### config.mk
export PLATFORM = sky130hd
export DESIGN_NAME = acs_ctrl
export DESIGN_NICKNAME = d
export VERILOG_FILES = /design/src/acs_pkg.sv /design/src/acs_ctrl.sv
export SDC_FILE = /design/constraint.sdc
export NUM_CORES = 1
export LEC_CHECK = 0
export BUFFER_PORTS_ARGS = -buffer_cell sky130_fd_sc_hd__buf_2
export CAP_MARGIN = 20
export CORE_MARGIN = 2
export CORE_UTILIZATION = 26
export CTS_BUF_LIST = sky130_fd_sc_hd__clkbuf_2
export CTS_CLUSTER_DIAMETER = 120
export DETAILED_ROUTE_END_ITERATION = 10
export HOLD_SLACK_MARGIN = 0.12
export PLACE_DENSITY = 0.41
export SLEW_MARGIN = 20
export SYNTH_ARGS = -nofsm -noshare
export SYNTH_HDL_FRONTEND = slang
export SYNTH_SLANG_ARGS = --single-unit
### constraint.sdc
create_clock -name hclk -period 3.37 [get_ports hclk]
set_input_delay 0.1685 -clock hclk [delete_from_list [all_inputs] [get_ports hclk]]
set_output_delay 0.1685 -clock hclk [all_outputs]
set_load 0.01 [all_outputs]
### src/acs_pkg.sv
/*
 * Package for the conversion start and synchronisation controller:
 * register map, field positions, command codes, modes and timing.
 * Assumes a single 40 MHz bus clock and an AHB-Lite register port.
 */
package acs_pkg;

   // ************************************************************
   // Register map (byte addresses, one aligned word each)
   // ************************************************************
   localparam logic [7:0] ACS_SYSTEM_CONFIG_REG = 8'h00; // Config bits
   localparam logic [7:0] ACS_COMMAND_REG = 8'h04; // Command codes
   localparam logic [7:0] ACS_STATUS_REG = 8'h08; // Block state
   localparam logic [7:0] ACS_CONV_LEN_REG = 8'h0C; // Sys clocks/reading
   localparam logic [7:0] ACS_CHAN_COUNT_REG = 8'h10; // Scan length
   localparam logic [7:0] ACS_READINGS_REG = 8'h14; // Completed readings

   // Config field positions
   localparam int ACS_TRIG_SEL_BIT = 0; // 1: start pin triggers
   localparam int ACS_CLKOUT_EN_BIT = 1; // 1: sys clock on gpio
   localparam int ACS_CLK_SRC_LSB = 2; // clock_source_field[1:0]

   // Clock source field values
   localparam logic [1:0] ACS_CLK_SRC_INT = 2'h0;
   localparam logic [1:0] ACS_CLK_SRC_EXT = 2'h1;

   // Status field positions
   localparam int ACS_STAT_BUSY_BIT = 0; // Reading in progress
   localparam int ACS_STAT_MODE_LSB = 1; // Reading mode, three bits
   localparam int ACS_STAT_DONE_BIT = 4; // Copy of conv_done_out
   localparam int ACS_STAT_STOP_BIT = 5; // End command pending
   localparam int ACS_STAT_CHAN_LSB = 8; // Active channel, four bits

   // Reset values
   localparam logic [15:0] ACS_CONV_LEN_RST = 16'h0010;
   localparam logic [3:0] ACS_CHAN_COUNT_RST = 4'h4;

   // ************************************************************
   // Commands and reading modes
   // ************************************************************
   typedef enum logic [2:0] {
      ACS_CMD_NONE = 3'b000,
      ACS_CMD_SS = 3'b001, // One channel, one reading
      ACS_SINGLE_CH_CONTINUOUS_CMD = 3'b010, // One channel, repeating
      ACS_MULTI_CH_SINGLE_CMD = 3'b011, // One reading, then idle
      ACS_MULTI_CH_MULTI_CMD = 3'b100, // Each channel once
      ACS_MULTI_CH_CONTINUOUS_CMD = 3'b101, // All channels, repeating
      ACS_CMD_END = 3'b110, // Stop after current reading
      ACS_CMD_ABORT = 3'b111 // Stop at once
   } acs_cmd_t;

   typedef enum logic [1:0] {
      ACS_IDLE = 2'b00,
      ACS_CONV = 2'b01
   } acs_fsm_t;

   // ************************************************************
   // Timing
   // ************************************************************
   localparam int ACS_MASTER_DIV = 4; // Master clock / 4 = sys clock
   localparam int ACS_HCLK_HZ = 40_000_000;
   localparam int ACS_SYS_HZ = 4_608_000;
   // Internal sys tick period in bus clocks, rounded down
   localparam int ACS_INT_DIV = ACS_HCLK_HZ / ACS_SYS_HZ;
   localparam logic [3:0] ACS_INT_LAST = 4'(ACS_INT_DIV - 1);
   localparam logic [3:0] ACS_INT_HALF = 4'(ACS_INT_DIV / 2);
   localparam logic [1:0] ACS_EXT_LAST = 2'(ACS_MASTER_DIV - 1);

   // ************************************************************
   // State of the controller except the bus answer flops
   // ************************************************************
   typedef struct packed {
      acs_fsm_t fsm; // Conversion state
      acs_cmd_t mode; // Selected reading mode
      logic stop_pend; // End command seen
      logic [15:0] cnt; // Sys ticks left in reading
      logic [3:0] chan; // Active channel pointer
      logic trig_sel; // Start trigger select
      logic clkout_en; // System clock output enable
      logic [1:0] clk_src; // clock_source_field
      logic [15:0] conv_len; // Reading length
      logic [3:0] chan_count; // Channels in a scan
      logic [15:0] readings; // Completed readings
      logic done; // conv_done_out
      logic sync_prev; // Previous start pin sample
      logic sync_cur; // Current start pin sample
      logic ext_prev; // Previous master clock sample
      logic ext_cur; // Current master clock sample
      logic [1:0] ext_cnt; // Master clock divider
      logic [3:0] int_cnt; // Internal divider
      logic clkout; // clock_out_gpio
      logic wr_pend; // AHB write data phase pending
      logic [7:0] addr; // Latched AHB address
      logic [31:0] rdata; // AHB read data
   } acs_state_t;

endpackage : acs_pkg

### src/acs_ctrl.sv
/*
 * Conversion start and synchronisation controller with AHB-Lite
 * register port, start pin, completion output and clock output.
 * Assumes start pin and master clock pin are synchronous to hclk.
 */
// Decided for this implementation: the AHB-Lite register port and the register offsets.
`timescale 1ns/1ps

module acs_ctrl
   import acs_pkg::*;
(
   input wire logic hclk,
   input wire logic hresetn,
   input wire logic hsel,
   input wire logic [31:0] haddr,
   input wire logic [1:0] htrans,
   input wire logic hwrite,
   input wire logic [2:0] hsize,
   input wire logic [31:0] hwdata,
   input wire logic hready,
   output logic hreadyout,
   output logic hresp,
   output logic [31:0] hrdata,
   input wire logic start_pin,
   input wire logic ext_master_clock_pin,
   output logic conv_done_out,
   output logic clock_out_gpio
);

   // ************************************************************
   // State and decoded events
   // ************************************************************
   acs_state_t s_q; // Registered state
   acs_state_t s_d; // Next state
   logic addr_phase; // Valid AHB address phase
   logic cmd_wr; // Command register written this cycle
   acs_cmd_t cmd; // Written command code
   logic is_mode_cmd; // Command selects a reading mode
   logic sync_rise; // Start pin rising edge
   logic ext_rise; // Master clock rising edge
   logic sys_tick; // One sys clock period elapsed
   logic start_evt; // Reading start event
   logic last_read; // Reading completes this tick

   // Bus answers are fixed: zero wait states, always OKAY
   logic hreadyout_q;
   logic hresp_q;

   // ************************************************************
   // Event decode
   // ************************************************************
   always_comb begin
      addr_phase = hsel && htrans[1] && hready;
      cmd_wr = s_q.wr_pend && (s_q.addr == ACS_COMMAND_REG);
      cmd = cmd_wr ? acs_cmd_t'(hwdata[2:0]) : ACS_CMD_NONE;
      is_mode_cmd = (cmd != ACS_CMD_NONE) && (cmd != ACS_CMD_END) &&
         (cmd != ACS_CMD_ABORT);
      // Low sample then high sample on the start pin
      sync_rise = s_q.sync_cur && !s_q.sync_prev;
      ext_rise = s_q.ext_cur && !s_q.ext_prev;
      // Sys tick from the selected master clock source
      if (s_q.clk_src == ACS_CLK_SRC_EXT) begin
         sys_tick = ext_rise && (s_q.ext_cnt == ACS_EXT_LAST);
      end else begin
         sys_tick = (s_q.int_cnt == ACS_INT_LAST);
      end
      // Start source follows the stored select bit only, so a
      // config write affects edges seen after it completes.
      if (s_q.trig_sel) begin
         start_evt = sync_rise;
      end else begin
         start_evt = is_mode_cmd;
      end
      last_read = (s_q.fsm == ACS_CONV) && sys_tick && (s_q.cnt == 16'h0001);
   end

   // ************************************************************
   // Next state
   // ************************************************************
   always_comb begin
      s_d = s_q;
      s_d.sync_prev = s_q.sync_cur;
      s_d.sync_cur = start_pin;
      s_d.ext_prev = s_q.ext_cur;
      s_d.ext_cur = ext_master_clock_pin;

      // Master and internal dividers
      if (ext_rise) begin
         s_d.ext_cnt = s_q.ext_cnt + 2'h1;
      end
      if (s_q.int_cnt == ACS_INT_LAST) begin
         s_d.int_cnt = 4'h0;
      end else begin
         s_d.int_cnt = s_q.int_cnt + 4'h1;
      end

      // System clock copy on the gpio, low while disabled
      if (!s_q.clkout_en) begin
         s_d.clkout = 1'b0;
      end else if (s_q.clk_src == ACS_CLK_SRC_EXT) begin
         s_d.clkout = s_q.ext_cnt[1];
      end else begin
         s_d.clkout = (s_q.int_cnt < ACS_INT_HALF);
      end

      // Done stays high for one sys period after completion
      if (sys_tick && s_q.done) begin
         s_d.done = 1'b0;
      end

      // Reading sequencer
      if (s_q.fsm == ACS_CONV && sys_tick) begin
         if (last_read) begin
            s_d.done = 1'b1;
            s_d.readings = s_q.readings + 16'h0001;
            s_d.cnt = s_q.conv_len;
            if (s_q.stop_pend || s_q.mode == ACS_CMD_SS ||
                s_q.mode == ACS_MULTI_CH_SINGLE_CMD) begin
               s_d.fsm = ACS_IDLE;
               s_d.stop_pend = 1'b0;
            end else if (s_q.mode == ACS_MULTI_CH_MULTI_CMD &&
                         s_q.chan + 4'h1 >= s_q.chan_count) begin
               // Scan of all channels done once
               s_d.fsm = ACS_IDLE;
               s_d.chan = 4'h0;
            end else if (s_q.mode == ACS_SINGLE_CH_CONTINUOUS_CMD) begin
               s_d.chan = s_q.chan;
            end else if (s_q.chan + 4'h1 >= s_q.chan_count) begin
               s_d.chan = 4'h0;
            end else begin
               s_d.chan = s_q.chan + 4'h1;
            end
         end else begin
            s_d.cnt = s_q.cnt - 16'h0001;
         end
      end

      // Commands: mode always latched; end acts here, abort after the start below
      if (is_mode_cmd) begin
         s_d.mode = cmd;
      end
      if (cmd == ACS_CMD_END && s_d.fsm == ACS_CONV) begin
         s_d.stop_pend = 1'b1;
      end

      // Start wins over completion; a running reading is dropped
      if (start_evt) begin
         s_d.fsm = ACS_CONV;
         s_d.cnt = s_q.conv_len;
         s_d.chan = 4'h0;
         s_d.stop_pend = 1'b0;
      end
      if (cmd == ACS_CMD_ABORT) begin
         s_d.fsm = ACS_IDLE;
         s_d.stop_pend = 1'b0;
         s_d.chan = 4'h0;
      end

      // Register writes in the data phase
      s_d.wr_pend = addr_phase && hwrite;
      if (addr_phase) begin
         s_d.addr = haddr[7:0];
      end
      if (s_q.wr_pend) begin
         unique case (s_q.addr)
            ACS_SYSTEM_CONFIG_REG: begin
               s_d.trig_sel = hwdata[ACS_TRIG_SEL_BIT];
               s_d.clkout_en = hwdata[ACS_CLKOUT_EN_BIT];
               s_d.clk_src = hwdata[ACS_CLK_SRC_LSB +: 2];
            end
            ACS_CONV_LEN_REG: begin
               // Zero would wrap and run 65536 ticks; hold at least one tick
               s_d.conv_len = (hwdata[15:0] == 16'h0000) ?
                  16'h0001 : hwdata[15:0];
            end
            ACS_CHAN_COUNT_REG: begin
               s_d.chan_count = (hwdata[3:0] == 4'h0) ?
                  4'h1 : hwdata[3:0];
            end
            default: begin
               // Command, read-only or unmapped: nothing stored here
            end
         endcase
      end

      // Read data prepared in the address phase, unmapped reads zero
      s_d.rdata = 32'h0000_0000;
      if (addr_phase && !hwrite) begin
         unique case (haddr[7:0])
            ACS_SYSTEM_CONFIG_REG: begin
               s_d.rdata[ACS_TRIG_SEL_BIT] = s_q.trig_sel;
               s_d.rdata[ACS_CLKOUT_EN_BIT] = s_q.clkout_en;
               s_d.rdata[ACS_CLK_SRC_LSB +: 2] = s_q.clk_src;
            end
            ACS_STATUS_REG: begin
               s_d.rdata[ACS_STAT_BUSY_BIT] = (s_q.fsm == ACS_CONV);
               s_d.rdata[ACS_STAT_MODE_LSB +: 3] = s_q.mode;
               s_d.rdata[ACS_STAT_DONE_BIT] = s_q.done;
               s_d.rdata[ACS_STAT_STOP_BIT] = s_q.stop_pend;
               s_d.rdata[ACS_STAT_CHAN_LSB +: 4] = s_q.chan;
            end
            ACS_CONV_LEN_REG: begin
               s_d.rdata[15:0] = s_q.conv_len;
            end
            ACS_CHAN_COUNT_REG: begin
               s_d.rdata[3:0] = s_q.chan_count;
            end
            ACS_READINGS_REG: begin
               s_d.rdata[15:0] = s_q.readings;
            end
            default: begin
               s_d.rdata = 32'h0000_0000;
            end
         endcase
      end
   end

   // ************************************************************
   // State register
   // ************************************************************
   always_ff @(posedge hclk or negedge hresetn) begin
      if (!hresetn) begin
         s_q <= '0;
         s_q.conv_len <= ACS_CONV_LEN_RST;
         s_q.chan_count <= ACS_CHAN_COUNT_RST;
         hreadyout_q <= 1'b0;
         hresp_q <= 1'b0;
      end else begin
         s_q <= s_d;
         hreadyout_q <= 1'b1;
         hresp_q <= 1'b0;
      end
   end

   assign hreadyout = hreadyout_q;
   assign hresp = hresp_q;
   assign hrdata = s_q.rdata;
   assign conv_done_out = s_q.done;
   assign clock_out_gpio = s_q.clkout;

   // ************************************************************
   // Assertions
   // ************************************************************
   property p_pin_start;
      @(posedge hclk) disable iff (!hresetn)
      (s_q.trig_sel && sync_rise && cmd != ACS_CMD_ABORT) |=>
         (s_q.fsm == ACS_CONV && s_q.cnt == s_q.conv_len);
   endproperty
   a_pin_start: assert property (p_pin_start)
      else $error("pin edge did not start a reading");

   property p_restart;
      @(posedge hclk) disable iff (!hresetn)
      (s_q.fsm == ACS_CONV && s_q.trig_sel && start_pin &&
       !s_q.sync_cur && cmd != ACS_CMD_ABORT) |=> ##1
         (s_q.fsm == ACS_CONV && s_q.chan == 4'h0);
   endproperty
   a_restart: assert property (p_restart)
      else $error("running reading not restarted by pin edge");

   property p_mode_only;
      @(posedge hclk) disable iff (!hresetn)
      (s_q.trig_sel && is_mode_cmd && !sync_rise &&
       s_q.fsm == ACS_IDLE) |=> (s_q.fsm == ACS_IDLE &&
         s_q.mode == $past(cmd));
   endproperty
   a_mode_only: assert property (p_mode_only)
      else $error("command started reading under pin trigger");

   property p_pin_ignored;
      @(posedge hclk) disable iff (!hresetn)
      (!s_q.trig_sel && sync_rise && !is_mode_cmd &&
       s_q.fsm == ACS_IDLE) |=> (s_q.fsm == ACS_IDLE);
   endproperty
   a_pin_ignored: assert property (p_pin_ignored)
      else $error("pin edge acted under command trigger");

   property p_cmd_start;
      @(posedge hclk) disable iff (!hresetn)
      (!s_q.trig_sel && is_mode_cmd) |=>
         (s_q.fsm == ACS_CONV && s_q.cnt == s_q.conv_len);
   endproperty
   a_cmd_start: assert property (p_cmd_start)
      else $error("command did not start a reading");

   property p_done_count;
      @(posedge hclk) disable iff (!hresetn)
      $rose(s_q.done) |->
         (s_q.readings == $past(s_q.readings) + 16'h0001);
   endproperty
   a_done_count: assert property (p_done_count)
      else $error("done rose without a completed reading");

   property p_clkout_off;
      @(posedge hclk) disable iff (!hresetn)
      (!s_q.clkout_en) ##1 (!s_q.clkout_en) |-> !clock_out_gpio;
   endproperty
   a_clkout_off: assert property (p_clkout_off)
      else $error("clock output driven while disabled");

   property p_end_finish;
      @(posedge hclk) disable iff (!hresetn)
      (last_read && s_q.stop_pend && !start_evt && cmd == ACS_CMD_NONE)
         |=> (s_q.fsm == ACS_IDLE && s_q.done);
   endproperty
   a_end_finish: assert property (p_end_finish)
      else $error("end command did not finish then idle");

   property p_abort;
      @(posedge hclk) disable iff (!hresetn)
      (cmd == ACS_CMD_ABORT) |=> (s_q.fsm == ACS_IDLE && !s_q.stop_pend);
   endproperty
   a_abort: assert property (p_abort)
      else $error("abort did not idle at once");

endmodule : acs_ctrl

==> flow_metrics.tcl <==
set metrics [dict create \
    first_pass_iters 5 \
    crit_chain "or4_4 > nor3_4 > o21ai_0 > dlygate4sd3_1 > nand2_1 > nand2_1 > dlygate4sd3_1" \
    hold_path.class "in2reg" \
    p_switching_uw 785.2 \
    cp-end-kind "flip-flop" \
    status "complete, no violations" \
    fin_tns_setup_ps 0 \
    cpPeakStageDelay_ps 580 \
    p_int_uw 1735 \
    power_uw 2520 \
    fin_hold_ws_ps 184.5 \
    numCtsBuffers 9 \
    drc 0 \
    fill_cells 2079 \
    worstSetupPathType "reg2reg" \
    drive_above_1_share 0.2144 \
    grt_pass1_wl_um 20840 \
    vias_per_cell 4.526 \
    first_global_vias 3686 \
    grt_usage 0.1264 \
    cts.reportedPaths.clkPinSlew_ps 280 \
    relSlewSlack 0.2941 \
    synth_top_area_cell "dfrtp_1" \
    htree_levels 3 \
    placed_area_um2 5548 \
    post_cts_buffers 0 \
    ys_seq_area_frac 0.5034 \
    netlist_area_um2 5175 \
    post_cts_resize_count 0 \
    critPathLaunchType "flip-flop" \
    die_h_um 145.1 \
    antenna_found_initial 0 \
    yosys_warnings 0 \
    post-route-worst-setup-slack_ps 577.6 \
    finalSetupViolations 0 \
    core_area_um2 19530 \
    start_util 0.2650 \
    fin_nets 636 \
    pwr-share-clk 0.246 \
    fp.dieArea_um2 21050 \
    drt_iter0_drc 197 \
    vias 3711 \
    worstPathRequired_ps 3930 \
    synth_cells 481 \
    port-buffer-count 50 \
    seqPwrFrac 0.599 \
    clockBufferDepth 2 \
    clkSinkCount 104 \
    fin_crit_ps 2792 \
    synth_area_leaders "dfrtp_1, mux2_2, buf_4" \
    drv_slew 0 \
    async_flop_share 1.000 \
    final_cell_area_um2 6030 \
    synth.top_cell.area_share 0.4932 \
    grt_setup_unrepaired "no" \
    path_delay_family "buffers and inverters" \
    cp_slowest_cell "or4_4" \
    gp_congestion 0.7652 \
    dpl.hpwl_um 9272 \
    hold_viol_final 0 \
    worst-path-buf-inv 2 \
    die_x_um 145.1 \
    p_per_area_nw_per_um2 418.0 \
    finalWirelength_um 12790 \
    arrival_ps 3350 \
    preCtsSetupSlack_ps 722.0 \
    fmax_mhz 358.1 \
    ant_nets 0 \
    grt_overflow_total 0 \
    fin_crit_sh 0.8286 \
    fin_worst_skew_ps 38.56 \
    wl_per_cell_um 15.60 \
    synth_edf_count 0 \
    ys_seq_elements 104 \
    cts_root_buf "clkbuf_2" \
    row_count 51 \
    irDropWorstVdd_mv 0.1583 \
    grt_max_degree 81 \
    synthToLayoutAreaGrowth_pct 16.51 \
    worstSkewPairLatency_ps 640 \
    worst_slew_pin_slew_ps 1055 \
    antenna_cells 0 \
    post-synth-top-count-cell "dfrtp_1" \
    crit_fanout 7 \
    max_cap_viol_count 0 \
    synth_flop_cell "dfrtp_1" \
    p_sw_frac 0.3115 \
    synth_cell_type_count 61 \
    synth_common_cells "dfrtp_1, nand2_1, nor2_1, mux2_2, buf_4" \
    cts_tree "yes" \
    power.leakage_uw 0.002667 \
    io_pins 112 \
    avgSynthCellArea_um2 10.76 \
    p_comb_frac 0.155 \
]
layer usage:
metal  GRT usage  share of wire  vias to the layer above
met3     0.03522          0.037                        8
li1            -              -                     1809
met5           0              0                        -
met4     0.02206         0.0066                        0
met1      0.1762           0.50                     1816
met2      0.1988           0.46                       78
worst paths after layout:
path	from	cells past startpoint	slack [ps]	endpoint
max	s_q[37]$_DFFE_PN0P_	7	580	s_q[115]$_DFFE_PN0P_
max reg2reg	s_q[37]$_DFFE_PN0P_	7	580	s_q[115]$_DFFE_PN0P_
min in group asynchronous	hresetn	3	630	s_q[112]$_DFFE_PN0P_
max in group asynchronous	hresetn	4	2020	s_q[37]$_DFFE_PN0P_
min	htrans[1]	3	180	s_q[34]$_DFFE_PN0P_
min reg2reg	s_d[51]$_DFF_PN0_	0	440	s_q[51]$_DFF_PN0_
sequential cells by signal, indices dropped and copies added, names as in the netlist:
name and count:
s_q 83, conv_done_out 1, hreadyout 1, clock_out_gpio 1
hrdata 16, s_d 2
through the flow:
stage	std cells	utilization
floorplan	497	-
global placement	768	0.2841
detailed placement	768	0.2841
CTS	819	0.3081
global route	820	0.3088
finish	820	0.3088
layout by cell type (no fill, tap or decap), types with 6 or more instances in the layout:
master	n
dlygate4sd3_1	36
buf_2	49
a21oi_1	12
buf_4	7
inv_1	9
xor2_1	23
ha_1	10
mux2_2	36
clkbuf_2	10
nor2_1	40
a222oi_1	10
o21ai_0	17
conb_1	18
nand3_1	8
nand2_1	44
nor4_1	7
a22oi_1	7
dfrtp_1	102
nor3_1	17
xnor2_1	9
and3_1	6
tightest hold or removal path: stages:
cell and delay (ps):
buf_2 90, nand3_1 310, mux2_2 220
power by group through the flow:
stage	clock network (uW)	logic (uW)	registers, uW
after CTS	654	398	1510
after floorplan	0	269	1490
final	620	392	1510
after detailed placement	0	366	1530
after global placement	0	356	1530
after global routing	715	446	1530
logic make-up after synthesis:
kind of cell	after synthesis	synth area share
XOR/XNOR	32	0.05416
other	2	0.001451
flip-flops	104	0.5034
adder cells (fa/ha/maj)	10	0.02418
buffers and inverters	60	0.07035
multiplexers	39	0.08414
AND/OR/NAND/NOR	161	0.1627
AO/OA/AOI/OAI	73	0.09962
area by class of cell:
type,count,area [um^2],area share
flip-flops and latches,104,2605,0.4320
multi-input cells,333,2272,0.3768
repair buffers,93,669.4,0.1110
well taps,265,331.6,0.05499
clock inverters,6,67.56,0.01121
clock buffers,10,50.05,0.008300
inverters,9,33.78,0.005603
what timing repair did:
item,4_1_cts,5_1_grt
hold buffers,35,1
endpoints found under the setup margin,0,0
hold endpoints to repair,132,25
(Power assumes the default switching activity.)
